[config.mk]
export PLATFORM = sky130hd
export DESIGN_NAME = maaf_top
export DESIGN_NICKNAME = d
export VERILOG_FILES = /design/src/hw/maaf_pkg.sv /design/src/hw/maaf_rf_if.sv /design/src/hw/maaf_adder.sv /design/src/hw/maaf_regfile.sv /design/src/hw/maaf_top.sv
export SDC_FILE = /design/constraint.sdc
export NUM_CORES = 2
export LEC_CHECK = 0
export ABC_CLOCK_PERIOD_IN_PS = 70100
export BUFFER_PORTS_ARGS = -buffer_cell sky130_fd_sc_hd__buf_2
export CORE_ASPECT_RATIO = 1.4
export CORE_UTILIZATION = 55
export DETAILED_ROUTE_END_ITERATION = 7
export PLACE_DENSITY = 0.72
export SETUP_SLACK_MARGIN = 0.3
export SYNTH_ARGS = -nofsm -noshare
export SYNTH_HDL_FRONTEND = slang
export SYNTH_SLANG_ARGS = --single-unit
export TNS_END_PERCENT = 20
[constraint.sdc]
create_clock -name sys_clk -period 70.1 [get_ports sys_clk]
set_input_delay 0 -clock sys_clk [delete_from_list [all_inputs] [get_ports sys_clk]]
set_output_delay 0 -clock sys_clk [all_outputs]
set_load 0.02 [all_outputs]
[src/hw/maaf_pkg.sv]
/*
  constants, opcode and mode types for the 8-bit add/logic datapath.
  assumes one core clock; nothing else is shared with other blocks.
*/
package maaf_pkg;

  // ----------------------------------------
  // widths and address ranges
  // ----------------------------------------
  localparam int DATA_W = 8;
  localparam int FILE_AW = 6;
  localparam int PAGE_AW = 4;
  localparam logic [5:0] FILE_FIRST = 6'h00;
  localparam logic [5:0] FILE_LAST = 6'h3F;
  localparam logic [3:0] CTRL_PAGE_FIRST = 4'h5;
  localparam logic [3:0] CTRL_PAGE_LAST = 4'hF;
  localparam logic [3:0] SFR_PAGE_FIRST = 4'h0;
  localparam logic [3:0] SFR_PAGE_LAST = 4'hF;
  localparam int DIGIT_BIT = 4;

  // ----------------------------------------
  // reset values and encodings
  // ----------------------------------------
  localparam logic [7:0] WORK_RESET = 8'h00;
  localparam logic [7:0] FILE_RESET = 8'h00;
  localparam logic ARITH_FLAG_RESET = 1'b0;
  localparam logic POWER_DOWN_RESET = 1'b1;
  localparam logic TIME_OUT_RESET = 1'b1;
  localparam logic DEST_WORK = 1'b0;
  localparam logic DEST_FILE = 1'b1;
  localparam int OP_CYCLES = 1;
  localparam int SYNC_STAGES = 3;

  // ----------------------------------------
  // types
  // ----------------------------------------
  typedef enum logic [3:0] {
    op_nop,
    op_reg_add_with_carry,
    op_reg_add,
    op_imm_add_with_carry,
    op_imm_add,
    op_reg_sub,
    op_reg_sub_with_borrow,
    op_reg_and,
    op_bit_clear,
    op_watchdog_clear,
    op_halt,
    op_ctrl_page_write,
    op_ctrl_page_read,
    op_sfr_page_write,
    op_sfr_page_read
  } maaf_op_type;

  typedef enum logic {
    mode_run,
    mode_halt
  } maaf_mode_type;

  function automatic logic maaf_is_zero(input logic [7:0] value);
    maaf_is_zero = (value == 8'h00);
  endfunction : maaf_is_zero

endpackage : maaf_pkg

[src/hw/maaf_rf_if.sv]
/*
  read and write port bundle between the datapath and its file registers.
  assumes a combinational read and a write taken on the clock edge.
*/
`timescale 1ns/1ps
`default_nettype none

interface maaf_rf_if;
  logic [5:0] rd_addr;
  logic [7:0] rd_data;
  logic wr_en;
  logic [5:0] wr_addr;
  logic [7:0] wr_data;

  modport owner (
    input rd_addr,
    output rd_data,
    input wr_en,
    input wr_addr,
    input wr_data
  );

  modport user (
    output rd_addr,
    input rd_data,
    output wr_en,
    output wr_addr,
    output wr_data
  );
endinterface : maaf_rf_if

`default_nettype wire

[src/hw/maaf_adder.sv]
/*
  8-bit adder with carry in, giving sum, digit carry and carry out.
  assumes subtraction is fed as a + ~b + carry by the caller.
*/
`timescale 1ns/1ps
`default_nettype none

module maaf_adder #(
  parameter int WIDTH = 8
) (
  input wire logic [WIDTH-1:0] a_in,
  input wire logic [WIDTH-1:0] b_in,
  input wire logic carry_in,
  output logic [WIDTH-1:0] sum_out,
  output logic digit_carry_out,
  output logic carry_out
);
  localparam int HALF = WIDTH / 2;
  logic [WIDTH:0] full_sum;
  logic [HALF:0] low_sum;

  // ----------------------------------------
  // add
  // ----------------------------------------
  // no-borrow reads as carry set, so one adder serves both directions
  assign full_sum = {1'b0, a_in} + {1'b0, b_in} + {{WIDTH{1'b0}}, carry_in};
  assign low_sum = {1'b0, a_in[HALF-1:0]} + {1'b0, b_in[HALF-1:0]}
                 + {{HALF{1'b0}}, carry_in};
  assign sum_out = full_sum[WIDTH-1:0];
  assign carry_out = full_sum[WIDTH];
  assign digit_carry_out = low_sum[HALF];

endmodule : maaf_adder

`default_nettype wire

[src/hw/maaf_regfile.sv]
/*
  primary file-register page: flip-flop storage, one write port, one read.
  assumes the user drives one address per cycle through the interface.
*/
`timescale 1ns/1ps
`default_nettype none

module maaf_regfile #(
  parameter int DEPTH = 64
) (
  input wire logic sys_clk,
  input wire logic reset,
  maaf_rf_if.owner rf
);
  logic [7:0] store_ff [DEPTH];

  // ----------------------------------------
  // read
  // ----------------------------------------
  // read is combinational so a read-modify-write fits one cycle
  assign rf.rd_data = store_ff[rf.rd_addr];

  // ----------------------------------------
  // write
  // ----------------------------------------
  always_ff @(posedge sys_clk or posedge reset) begin
    if (reset) begin
      for (int i = 0; i < DEPTH; i++) begin
        store_ff[i] <= maaf_pkg::FILE_RESET;
      end
    end else if (rf.wr_en) begin
      store_ff[rf.wr_addr] <= rf.wr_data;
    end
  end

endmodule : maaf_regfile

`default_nettype wire

[src/hw/maaf_top.sv]
/*
  arithmetic and logic datapath of a small 8-bit core with its status flags.
  assumes the decoder presents one operation per cycle with op_valid, and
  that watchdog timeout and wake arrive as asynchronous pins.
*/
// How it works
// - carry set on add carry-out or no subtract borrow, else cleared
// - destination select 0 writes work register, 1 writes the file register
// - power-down flag is 1 after reset and watchdog clear, 0 after halt
// - time-out flag 1 after reset, watchdog clear or halt; 0 on timeout
// - file-register operand addresses primary page 0x00 to 0x3F
// - control page moves accept only locations 0x5 through 0xF
// - special-function page moves accept locations 0x0 through 0xF
// - register add-with-carry sums file, work and carry; sets Z, DC, C
// - register add sums work and file without carry; sets Z, DC, C
// - immediate add-with-carry puts work plus immediate plus carry in work
// - immediate add puts work plus immediate in work, carry ignored
// - register AND writes work AND file to destination; only Z changes
// - bit clear zeroes one chosen bit of a file register; no flags
`timescale 1ns/1ps
`default_nettype none

module maaf_top #(
  parameter int FILE_DEPTH = 64,
  parameter int PAGE_DEPTH = 16
) (
  input wire logic sys_clk,
  input wire logic reset,
  input wire logic op_valid,
  output logic op_ready,
  input wire maaf_pkg::maaf_op_type op_code,
  input wire logic [5:0] file_addr,
  input wire logic dest_sel,
  input wire logic [7:0] imm_data,
  input wire logic [2:0] bit_sel,
  input wire logic [3:0] page_addr,
  input wire logic wdt_timeout_pin,
  input wire logic wake_pin,
  output logic [7:0] work_register,
  output logic carry_flag,
  output logic zero_flag,
  output logic digit_carry_flag,
  output logic power_down_flag,
  output logic time_out_flag,
  output logic halted,
  output logic op_done,
  output logic op_reject,
  output logic [7:0] result_data
);

  // ----------------------------------------
  // storage and wiring
  // ----------------------------------------
  maaf_rf_if rf_bus ();

  logic [7:0] work_ff;
  logic carry_ff;
  logic zero_ff;
  logic digit_carry_ff;
  logic power_down_ff;
  logic time_out_ff;
  logic done_ff;
  logic reject_ff;
  logic [7:0] result_ff;
  logic [7:0] ctrl_page_ff [PAGE_DEPTH];
  logic [7:0] sfr_page_ff [PAGE_DEPTH];
  maaf_pkg::maaf_mode_type mode_ff;
  maaf_pkg::maaf_mode_type nxt_mode;

  logic [1:0] sync1_ff;
  logic [1:0] sync2_ff;
  logic [1:0] sync3_ff;
  logic [1:0] pin_level_ff;
  logic [1:0] nxt_pin_level;
  logic timeout_event;
  logic wake_event;

  logic take;
  logic [7:0] add_a;
  logic [7:0] add_b;
  logic add_cin;
  logic [7:0] add_sum;
  logic add_dc;
  logic add_c;

  logic [7:0] nxt_result;
  logic wr_work;
  logic wr_file;
  logic wr_ctrl;
  logic wr_sfr;
  logic upd_arith;
  logic upd_zero;
  logic bad_addr;

  // ----------------------------------------
  // submodules
  // ----------------------------------------
  maaf_regfile #(
    .DEPTH(FILE_DEPTH)
  ) u_regfile (
    .sys_clk(sys_clk),
    .reset(reset),
    .rf(rf_bus.owner)
  );

  maaf_adder #(
    .WIDTH(maaf_pkg::DATA_W)
  ) u_adder (
    .a_in(add_a),
    .b_in(add_b),
    .carry_in(add_cin),
    .sum_out(add_sum),
    .digit_carry_out(add_dc),
    .carry_out(add_c)
  );

  // ----------------------------------------
  // pin synchronisers
  // ----------------------------------------
  // bit 0 watchdog timeout, bit 1 wake; a change counts once stages 2 and 3 agree
  always_ff @(posedge sys_clk or posedge reset) begin
    if (reset) begin
      sync1_ff <= 2'h0;
      sync2_ff <= 2'h0;
      sync3_ff <= 2'h0;
    end else begin
      sync1_ff <= {wake_pin, wdt_timeout_pin};
      sync2_ff <= sync1_ff;
      sync3_ff <= sync2_ff;
    end
  end

  always_comb begin
    for (int i = 0; i < 2; i++) begin
      nxt_pin_level[i] = (sync2_ff[i] == sync3_ff[i]) ? sync3_ff[i] : pin_level_ff[i];
    end
  end

  always_ff @(posedge sys_clk or posedge reset) begin
    if (reset) begin
      pin_level_ff <= 2'h0;
    end else begin
      pin_level_ff <= nxt_pin_level;
    end
  end

  // rising edges only; a held timeout level fires once
  assign timeout_event = nxt_pin_level[0] & ~pin_level_ff[0];
  assign wake_event = nxt_pin_level[1] & ~pin_level_ff[1];

  // ----------------------------------------
  // operand select and decode
  // ----------------------------------------
  assign op_ready = (mode_ff == maaf_pkg::mode_run);
  assign take = op_valid & op_ready;
  assign rf_bus.rd_addr = file_addr;

  always_comb begin
    add_a = work_ff;
    add_b = rf_bus.rd_data;
    add_cin = 1'b0;
    nxt_result = add_sum;
    wr_work = 1'b0;
    wr_file = 1'b0;
    wr_ctrl = 1'b0;
    wr_sfr = 1'b0;
    upd_arith = 1'b0;
    upd_zero = 1'b0;
    bad_addr = 1'b0;
    case (op_code)
      maaf_pkg::op_reg_add_with_carry: begin
        add_cin = carry_ff;
        upd_arith = 1'b1;
        wr_work = (dest_sel == maaf_pkg::DEST_WORK);
        wr_file = (dest_sel == maaf_pkg::DEST_FILE);
      end
      maaf_pkg::op_reg_add: begin
        add_cin = 1'b0;
        upd_arith = 1'b1;
        wr_work = (dest_sel == maaf_pkg::DEST_WORK);
        wr_file = (dest_sel == maaf_pkg::DEST_FILE);
      end
      maaf_pkg::op_imm_add_with_carry: begin
        add_b = imm_data;
        add_cin = carry_ff;
        upd_arith = 1'b1;
        wr_work = 1'b1;
      end
      maaf_pkg::op_imm_add: begin
        add_b = imm_data;
        add_cin = 1'b0;
        upd_arith = 1'b1;
        wr_work = 1'b1;
      end
      maaf_pkg::op_reg_sub, maaf_pkg::op_reg_sub_with_borrow: begin
        // file minus work as file + ~work + 1, or + carry for chained borrow
        add_a = rf_bus.rd_data;
        add_b = ~work_ff;
        add_cin = (op_code == maaf_pkg::op_reg_sub) ? 1'b1 : carry_ff;
        upd_arith = 1'b1;
        wr_work = (dest_sel == maaf_pkg::DEST_WORK);
        wr_file = (dest_sel == maaf_pkg::DEST_FILE);
      end
      maaf_pkg::op_reg_and: begin
        nxt_result = work_ff & rf_bus.rd_data;
        upd_zero = 1'b1;
        wr_work = (dest_sel == maaf_pkg::DEST_WORK);
        wr_file = (dest_sel == maaf_pkg::DEST_FILE);
      end
      maaf_pkg::op_bit_clear: begin
        nxt_result = rf_bus.rd_data & ~(8'h01 << bit_sel);
        wr_file = 1'b1;
      end
      maaf_pkg::op_ctrl_page_write: begin
        nxt_result = work_ff;
        bad_addr = (page_addr < maaf_pkg::CTRL_PAGE_FIRST)
                 || (page_addr > maaf_pkg::CTRL_PAGE_LAST);
        wr_ctrl = ~bad_addr;
      end
      maaf_pkg::op_ctrl_page_read: begin
        nxt_result = ctrl_page_ff[page_addr];
        bad_addr = (page_addr < maaf_pkg::CTRL_PAGE_FIRST)
                 || (page_addr > maaf_pkg::CTRL_PAGE_LAST);
        wr_work = ~bad_addr;
      end
      maaf_pkg::op_sfr_page_write: begin
        nxt_result = work_ff;
        bad_addr = (page_addr < maaf_pkg::SFR_PAGE_FIRST)
                 || (page_addr > maaf_pkg::SFR_PAGE_LAST);
        wr_sfr = ~bad_addr;
      end
      maaf_pkg::op_sfr_page_read: begin
        nxt_result = sfr_page_ff[page_addr];
        wr_work = 1'b1;
      end
      default: begin
        nxt_result = work_ff;
      end
    endcase
  end

  // ----------------------------------------
  // destination writes
  // ----------------------------------------
  assign rf_bus.wr_en = take & wr_file;
  assign rf_bus.wr_addr = file_addr;
  assign rf_bus.wr_data = nxt_result;

  always_ff @(posedge sys_clk or posedge reset) begin
    if (reset) begin
      work_ff <= maaf_pkg::WORK_RESET;
    end else if (take & wr_work) begin
      work_ff <= nxt_result;
    end
  end

  always_ff @(posedge sys_clk or posedge reset) begin
    if (reset) begin
      for (int i = 0; i < PAGE_DEPTH; i++) begin
        ctrl_page_ff[i] <= maaf_pkg::FILE_RESET;
        sfr_page_ff[i] <= maaf_pkg::FILE_RESET;
      end
    end else begin
      if (take & wr_ctrl) begin
        ctrl_page_ff[page_addr] <= nxt_result;
      end
      if (take & wr_sfr) begin
        sfr_page_ff[page_addr] <= nxt_result;
      end
    end
  end

  // ----------------------------------------
  // arithmetic flags
  // ----------------------------------------
  always_ff @(posedge sys_clk or posedge reset) begin
    if (reset) begin
      carry_ff <= maaf_pkg::ARITH_FLAG_RESET;
      digit_carry_ff <= maaf_pkg::ARITH_FLAG_RESET;
    end else if (take & upd_arith) begin
      carry_ff <= add_c;
      digit_carry_ff <= add_dc;
    end
  end

  always_ff @(posedge sys_clk or posedge reset) begin
    if (reset) begin
      zero_ff <= maaf_pkg::ARITH_FLAG_RESET;
    end else if (take & (upd_arith | upd_zero)) begin
      zero_ff <= maaf_pkg::maaf_is_zero(nxt_result);
    end
  end

  // ----------------------------------------
  // power and watchdog status
  // ----------------------------------------
  always_ff @(posedge sys_clk or posedge reset) begin
    if (reset) begin
      power_down_ff <= maaf_pkg::POWER_DOWN_RESET;
    end else if (take & (op_code == maaf_pkg::op_watchdog_clear)) begin
      power_down_ff <= 1'b1;
    end else if (take & (op_code == maaf_pkg::op_halt)) begin
      power_down_ff <= 1'b0;
    end
  end

  // timeout beats an instruction in the same cycle so the event is never lost
  always_ff @(posedge sys_clk or posedge reset) begin
    if (reset) begin
      time_out_ff <= maaf_pkg::TIME_OUT_RESET;
    end else if (timeout_event) begin
      time_out_ff <= 1'b0;
    end else if (take & ((op_code == maaf_pkg::op_watchdog_clear)
                      | (op_code == maaf_pkg::op_halt))) begin
      time_out_ff <= 1'b1;
    end
  end

  // ----------------------------------------
  // halt mode
  // ----------------------------------------
  always_comb begin
    nxt_mode = mode_ff;
    case (mode_ff)
      maaf_pkg::mode_run: begin
        if (take & (op_code == maaf_pkg::op_halt)) begin
          nxt_mode = maaf_pkg::mode_halt;
        end
      end
      maaf_pkg::mode_halt: begin
        if (timeout_event | wake_event) begin
          nxt_mode = maaf_pkg::mode_run;
        end
      end
      default: begin
        nxt_mode = maaf_pkg::mode_run;
      end
    endcase
  end

  always_ff @(posedge sys_clk or posedge reset) begin
    if (reset) begin
      mode_ff <= maaf_pkg::mode_run;
    end else begin
      mode_ff <= nxt_mode;
    end
  end

  // ----------------------------------------
  // completion report
  // ----------------------------------------
  // every operation here completes in the cycle it is taken
  always_ff @(posedge sys_clk or posedge reset) begin
    if (reset) begin
      done_ff <= 1'b0;
      reject_ff <= 1'b0;
      result_ff <= maaf_pkg::WORK_RESET;
    end else begin
      done_ff <= take;
      reject_ff <= take & bad_addr;
      if (take) begin
        result_ff <= nxt_result;
      end
    end
  end

  assign work_register = work_ff;
  assign carry_flag = carry_ff;
  assign zero_flag = zero_ff;
  assign digit_carry_flag = digit_carry_ff;
  assign power_down_flag = power_down_ff;
  assign time_out_flag = time_out_ff;
  assign halted = (mode_ff == maaf_pkg::mode_halt);
  assign op_done = done_ff;
  assign op_reject = reject_ff;
  assign result_data = result_ff;

endmodule : maaf_top

`default_nettype wire
Word-level counts from Yosys, hierarchy flattened
Index checks and enable logic that the tools add are counted.
{ "totals": {"romBits": 0, "in_bits": 31, "ram_bits": 0, "latch_bits": 0, "ff_bits": 800, "mem_count": 0, "output_inout_bits": 25, "wordCells": 217} }
{ "op_classes": {"mul": 0, "n_lt_le_gt_ge": 7, "eq_ne": 16, "addsub": 4, "bitwise": 28, "n_shift": 1, "div": 0, "mux": 37, "n_reduce_logical": 14} }
{ "op_table": {"columns": ["op", "count"], "rows": [
  ["512-bit bitwise mux", 1],
  ["128-bit bitwise mux", 2],
  ["8-bit two-way mux", 9],
  ["8-bit binary-select mux with 4-bit select", 2],
  ["8-bit binary-select mux with 6-bit select", 1],
  ["8-bit demux with 6-bit select", 1],
  ["8-bit case mux with 5 select lines", 1],
  ["8-bit demux with 4-bit select", 1],
  ["4-bit equality test, second input constant", 7],
  ["8-bit AND", 2],
  ["4-bit by 3-bit equality test with 1-bit output, second input constant", 4],
  ["8-bit inverter", 2],
  ["8-bit case mux with 2 select lines", 1],
  ["1-bit AND", 13],
  ["1-bit two-way mux", 13],
  ["8-bit by 8-bit adder with 9-bit output", 1],
  ["9-bit by 1-bit adder with 9-bit output", 1],
  ["4-bit by 2-bit equality test with 1-bit output, second input constant", 2],
  ["8-bit zero test", 1],
  ["1-bit case mux with 2 select lines", 4],
  ["2-bit OR reduction", 4],
  ["1-bit by 3-bit left shift with 8-bit output, first input constant", 1],
  ["7-bit >= comparator, second input constant", 1],
  ["7-bit by 1-bit < comparator with 1-bit output, second input constant", 1],
  ["20 further kinds", 31]
]} }

Depth between registers and ports, before layout
{ "depth": {"word_depth": 9, "ltp_mapped": 24, "ltp_nobuf": 19} }

Hierarchy
Synthesis repeated with hierarchy kept, for this count alone.
{ "unflattened": {"cells_unflattened": 2772, "area_unflattened_um2": 37243.2} }
{ "modules_own_cells": {"columns": ["mod", "seq_area_each_um2", "area_per_inst_um2", "n_inst", "cells_per_inst"], "rows": [
  ["maaf_regfile", 12812.3, 23784.1, 1, 1515],
  ["maaf_top", 7209.4, 13142.6, 1, 1219],
  ["maaf_adder", 0.0, 316.6, 1, 38]
]} }

Least setup slack after synthesis
No wires, ideal clock.
{ "synth_timing": {"kind": "input -> register", "start": "in file_addr[2]", "end": "reg zero_ff (netlist: zero_flag)", "t_required_ns": 69.996, "arrival_ns": 4.163, "slack_ns": 65.834, "n_path_buf": 3, "setup_ns": 0.104, "stages": 20, "cell_sequence": "buf_2 -> and2_1 -> buf_6 -> a221oi_1 -> nor3_1 -> or4_1 -> nor4_1 -> nand4_1 -> a221oi_1 -> inv_1 -> ha_1 -> a21o_1 -> nand4_1 -> o21ai_0 -> or3_1 -> a311oi_1 -> o32ai_1 -> clkbuf_1 -> or2_2 -> o41ai_2"} }
{ "synth_via": {"elab_chain_cells": 9, "elab_cells_between_ends": 12, "classes_between": "2 x add/sub; 6 x mux; 3 x bitwise; 1 x reduce/logical"} }
{ "synth_rtl": {"columns": ["item", "line_no", "source"], "rows": [
  ["start: declaration", "maaf_top.sv:32", "input wire logic [5:0] file_addr,"],
  ["6-bit inverter with 7-bit output (implied by the code) (*)", "maaf_regfile.sv:21", "assign rf.rd_data = store_ff[rf.rd_addr];"],
  ["8-bit binary-select mux with 6-bit select (*)", "maaf_regfile.sv:21", null],
  ["8-bit two-way mux (implied by the code) (*) (2 in series)", "maaf_regfile.sv:21", null],
  ["8-bit case mux with 2 select lines / 8-bit two-way mux (equally long branches)", "maaf_top.sv:170", "case (op_code)"],
  ["8-bit by 8-bit adder with 9-bit output", "maaf_adder.sv:26", "assign full_sum = {1'b0, a_in} + {1'b0, b_in} + {{WIDTH{1'b0}}, carry_in};"],
  ["9-bit by 1-bit adder with 9-bit output", "maaf_adder.sv:26", null],
  ["8-bit case mux with 5 select lines (*)", "maaf_top.sv:170", null],
  ["8-bit zero test (*)", "maaf_pkg.sv:61", "maaf_is_zero = (value == 8'h00);"],
  ["end signal: assignment", "maaf_top.sv:288", "zero_ff <= maaf_pkg::ARITH_FLAG_RESET;"],
  ["end signal: assignment", "maaf_top.sv:290", "zero_ff <= maaf_pkg::maaf_is_zero(nxt_result);"],
  ["end: declaration", "maaf_top.sv:58", "logic zero_ff;"]
]} }
Mark *: on every way between the ends. The rest lies on a longest branch, timed or not. The select of a mux whose other input is x is not followed.
A chain may end at the register's enable or synchronous reset.

Worst setup path in the final report
{ "layout_timing": {"start": "in file_addr[0]", "end": "reg u_regfile.store_ff[15] (netlist bit)"} }
{ "layout_via": {"elab_chain_cells": 9, "elab_cells_between_ends": 17, "classes_between": "2 x add/sub; 2 x order compare; 9 x mux; 3 x bitwise; 1 x reduce/logical"} }
{ "layout_rtl": {"columns": ["item", "line_no", "source"], "rows": [
  ["6-bit inverter with 7-bit output (implied by the code) (*)", "maaf_regfile.sv:21, maaf_regfile.sv:32", null],
  ["8-bit binary-select mux with 6-bit select", "maaf_regfile.sv:21", null],
  ["8-bit two-way mux (implied by the code) (2 in series)", "maaf_regfile.sv:21", null],
  ["8-bit case mux with 2 select lines / 8-bit two-way mux (equally long branches)", "maaf_top.sv:170", null],
  ["8-bit by 8-bit adder with 9-bit output", "maaf_adder.sv:26", null],
  ["9-bit by 1-bit adder with 9-bit output", "maaf_adder.sv:26", null],
  ["8-bit case mux with 5 select lines", "maaf_top.sv:170", null],
  ["512-bit bitwise mux (*)", "maaf_regfile.sv:32", "store_ff[rf.wr_addr] <= rf.wr_data;"],
  ["end signal: indexed assignment", "maaf_regfile.sv:29", "store_ff[i] <= maaf_pkg::FILE_RESET;"],
  ["end signal: indexed assignment", "maaf_regfile.sv:32", null],
  ["end: declaration", "maaf_regfile.sv:15", "logic [7:0] store_ff [DEPTH];"]
]} }
Marks and branches as above.

==> impl_metrics.toml <==
[floorplanning]
chipWidth_um = 220
ioPinCount = 56
rows = 111
initial_utilization_pct = 55.8
die_h_um = 307
die_area_mm2 = 0.0677
core_area_mm2 = 0.0657

[final_layout]
area_growth_pct = 9.70
multi_input_area_mm2 = 0.0156
layout-drive-gt1-share_pct = 36.3
regArea_mm2 = 0.0200
nNetsFinal = 2802
instances_no_fill = 3671
fillerInstances = 4938

[critical_path]
rr_startpoint = "u_regfile.store_ff[89]"
endpoint_kind = "flip-flop"
required_ns = 70.66
critPathMaxFanout = 50
arrival_ns = 7.92
path_class = "input pin to flip-flop"
startpoint_type = "input pin"
startpoint = "file_addr[0]"

[drt]
wl_met1_um = 37900
viasPerCell = 6.56
wl_met2_um = 50000
drt-total-wl_um = 101000
top_layer = "met5"
met3_length_um = 6390
wl_per_cell_um = 27.5
drtIter0Drc = 2594
route.detailed.drc = 4
drtAntennaViolNets = 0
vias = 24100
first_pass_iters = 8

[power_and_ir_drop]
switching_power_mw = 0.311
p_total_mw = 1.09
pwr-share-clk_pct = 39.3
p_sw_share_pct = 28.6
ir_worst_vdd_v = 0.0000224
seqPwrFrac_pct = 45.8
p_per_area_mw_per_mm2 = 27.0
internal-power_mw = 0.775
leakage_nw = 18.9
comb_power_share_pct = 15.0

[outcome]
violations = "design-rule violations"
run_status = "complete, but fails checks"

[timing]
fin_worst_skew_ns = 0.0449
period_share_pct = 10.5
hold_viol_final = 0
finalCriticalPeriod_ns = 7.35
tns_ns = 0
worstMarginPinSlew_ns = 1.36
setup_violations = 0
slew_headroom_pct = 9.49
rsz0062_at_grt = "no"
drv_slew = 0
max_freq_mhz = 136

[clock_network]
cts_buffer_depth = 3
path_clk_slew_ns = 0.06
cts-htree-levels = 3
numCtsBuffers = 76
cts_sinks = 800
cts_root_buf = "clkbuf_16"
cts_tree = "built"
clock_latency_ns = 0.67

[min_path]
min_from = "wake_pin"
hold_class = "input pin to flip-flop"

[grt]
grt_pass1_wl_um = 157000
grt_pass1_vias = 25400
grt_overflow = 0
grt_max_degree = 197
grt_use_total_pct = 30.9
grt_antenna_before_repair = 2

[synth]
synthCells = 2804
synth_top_flop_cell = "dfrtp_1"
async_flop_share_pct = 100
synth_seq_cells = 800
syn-num-nets = 2844
synth.distinct_cells = 71
synth-warning-count = 0
ys_seq_area_share_pct = 54.6
syn_area_mm2 = 0.0367
synth_edf_count = 0
syn_area_per_cell_um2 = 13.1

[placed_design]
port_buffers = 55
gp_congestion = 0.925
dp.cells = 3518
place_hpwl_um = 65000

[run]
drv_cap = 0
## cells in the mapped netlist, types with 7 or more instances
cell         n  share of area [%]
nor3_1      25               0.34
nor2b_1     18               0.31
inv_1       15               0.15
a221o_1     10               0.27
o221ai_1    12               0.29
o22a_1       7               0.17
and3_1       7               0.12
nand2_1    191                2.0
nor2_1     164                1.7
buf_2       45               0.61
dfrtp_1    798                 54
buf_6        8               0.25
a22oi_1     52                1.1
a221oi_1    66                1.6
clkbuf_1   170                1.7
o22ai_1     21               0.36
o2bb2ai_1    7               0.17
nand3_1     24               0.33
a31oi_1     13               0.22
ha_1         7               0.24
o21ai_0    114                1.6
mux4_2     108                6.6
buf_1       10               0.10
nor4_1       8               0.14
mux2i_1     44                1.2
mux2_2     660                 20
a21oi_1     96                1.3
## through the flow
stage | instance area (µm²) | worst slack [ns] | hold slack, ns | util, %
6_report | 40200 | 62.75 | 0.0474 | 61.2
3_3_place_gp | 37500 | 62.66 | 0.111 | 57.1
3_5_place_dp | 37500 | 62.61 | 0.114 | 57.1
4_1_cts | 40200 | 63.27 | 0.00105 | 61.2
2_1_floorplan | 36700 | 47.64 | 0.0314 | -
5_1_grt | 40200 | 62.34 | 0.0319 | 61.2
## kinds of logic after synthesis
family,synth area share (%)
compound gates,7.95
simple gates,5.80
buf+inv,2.97
mux,28.1
xor+xnor,0.0956
flops,54.6
fa+ha+maj,0.403
## power by group through the flow
stage	Combinational [mW]	Sequential (mW)	Clock [mW]
3_5_place_dp	0.160	0.505	0
5_1_grt	0.174	0.499	0.449
4_1_cts	0.162	0.497	0.433
6_report	0.163	0.497	0.427
2_1_floorplan	0.0995	0.507	0
3_3_place_gp	0.157	0.504	0
## cell type report
class | count | share of cell area (%)
inverter | 16 | 0.168
antenna | 2 | 0.0124
clock inverter | 26 | 0.896
multi-input combinational | 1750 | 38.9
sequential | 800 | 49.8
tap | 847 | 2.64
timing repair buffer | 118 | 2.03
clock buffer | 112 | 5.54
## registers in the layout (all words and copies together), names as in the netlist
register and count:
carry_flag 1, ctrl_page_ff 128, digit_carry_flag 1, halted 1, op_done 1, op_reject 1, pin_level_ff 2, power_down_flag 1
result_data 8, sfr_page_ff 128, sync1_ff 2, sync2_ff 2, sync3_ff 2, time_out_flag 1, u_regfile.store_ff 512, work_register 8
zero_flag 1
## path summary, 6_finish.rpt
check,end,cells past startpoint,slack [ns]
setup reg to reg,u_regfile.store_ff[15],18,63.46
hold / removal,sync1_ff[1],2,0.05
min in group asynchronous,result_data[5],3,0.11
setup / recovery,u_regfile.store_ff[15],22,62.75
max in group asynchronous,u_regfile.store_ff[90],6,66.39
hold reg to reg,ctrl_page_ff[108],0,0.37
## critical path: stages
cell and delay, ns:
buf_4 0.56, buf_4 0.72, inv_1 0.59, buf_4 0.40
a221o_1 0.28, o21ai_0 0.08, a21oi_1 0.09, nor4_1 0.80
nand4_1 0.42, a221oi_1 0.57, inv_1 0.10, ha_1 0.30
a21o_1 0.19, nand4_1 0.08, o21ai_0 0.12, nor4_1 0.20
nor3_1 0.11, xor2_1 0.13, nand2_1 0.11, a31oi_4 1.09
buf_4 0.59, mux2_2 0.25
## per-layer routing
metal  GRT usage [%]  up-vias
met3            5.05      342
met2            50.9     1030
met1            38.1    12500
met5               0        -
li1                -    10200
met4            18.2        2
## layout by cell type (no fill, tap or decap), drive strengths merged, types with 6 or more instances in the layout
| cell type | instances |
|---|---|
| a21oi | 96 |
| mux2i | 44 |
| buf | 105 |
| dfrtp | 798 |
| clkbuf | 112 |
| dlygate4sd3 | 13 |
| nor4 | 8 |
| o221ai | 12 |
| and2 | 7 |
| nand2 | 191 |
| o22ai | 21 |
| ha | 7 |
| a22oi | 52 |
| nand3 | 24 |
| clkinv | 14 |
| nor3 | 25 |
| and3 | 7 |
| nor2 | 165 |
| bufinv | 6 |
| a221oi | 68 |
| mux2 | 661 |
| a31oi | 13 |
| mux4 | 108 |
| inv | 20 |
| o2bb2ai | 7 |
| o21ai | 116 |
| nor2b | 19 |
| nand2b | 6 |
| a221o | 10 |
| o22a | 7 |
## repair_timing
item | 4_1_cts | 5_1_grt
hold endpoints to repair | 148 | 0
resized for setup | 0 | 0
buffers inserted | 0 | 0
hold buffers | 13 | 0
(Power assumes the default switching activity.)
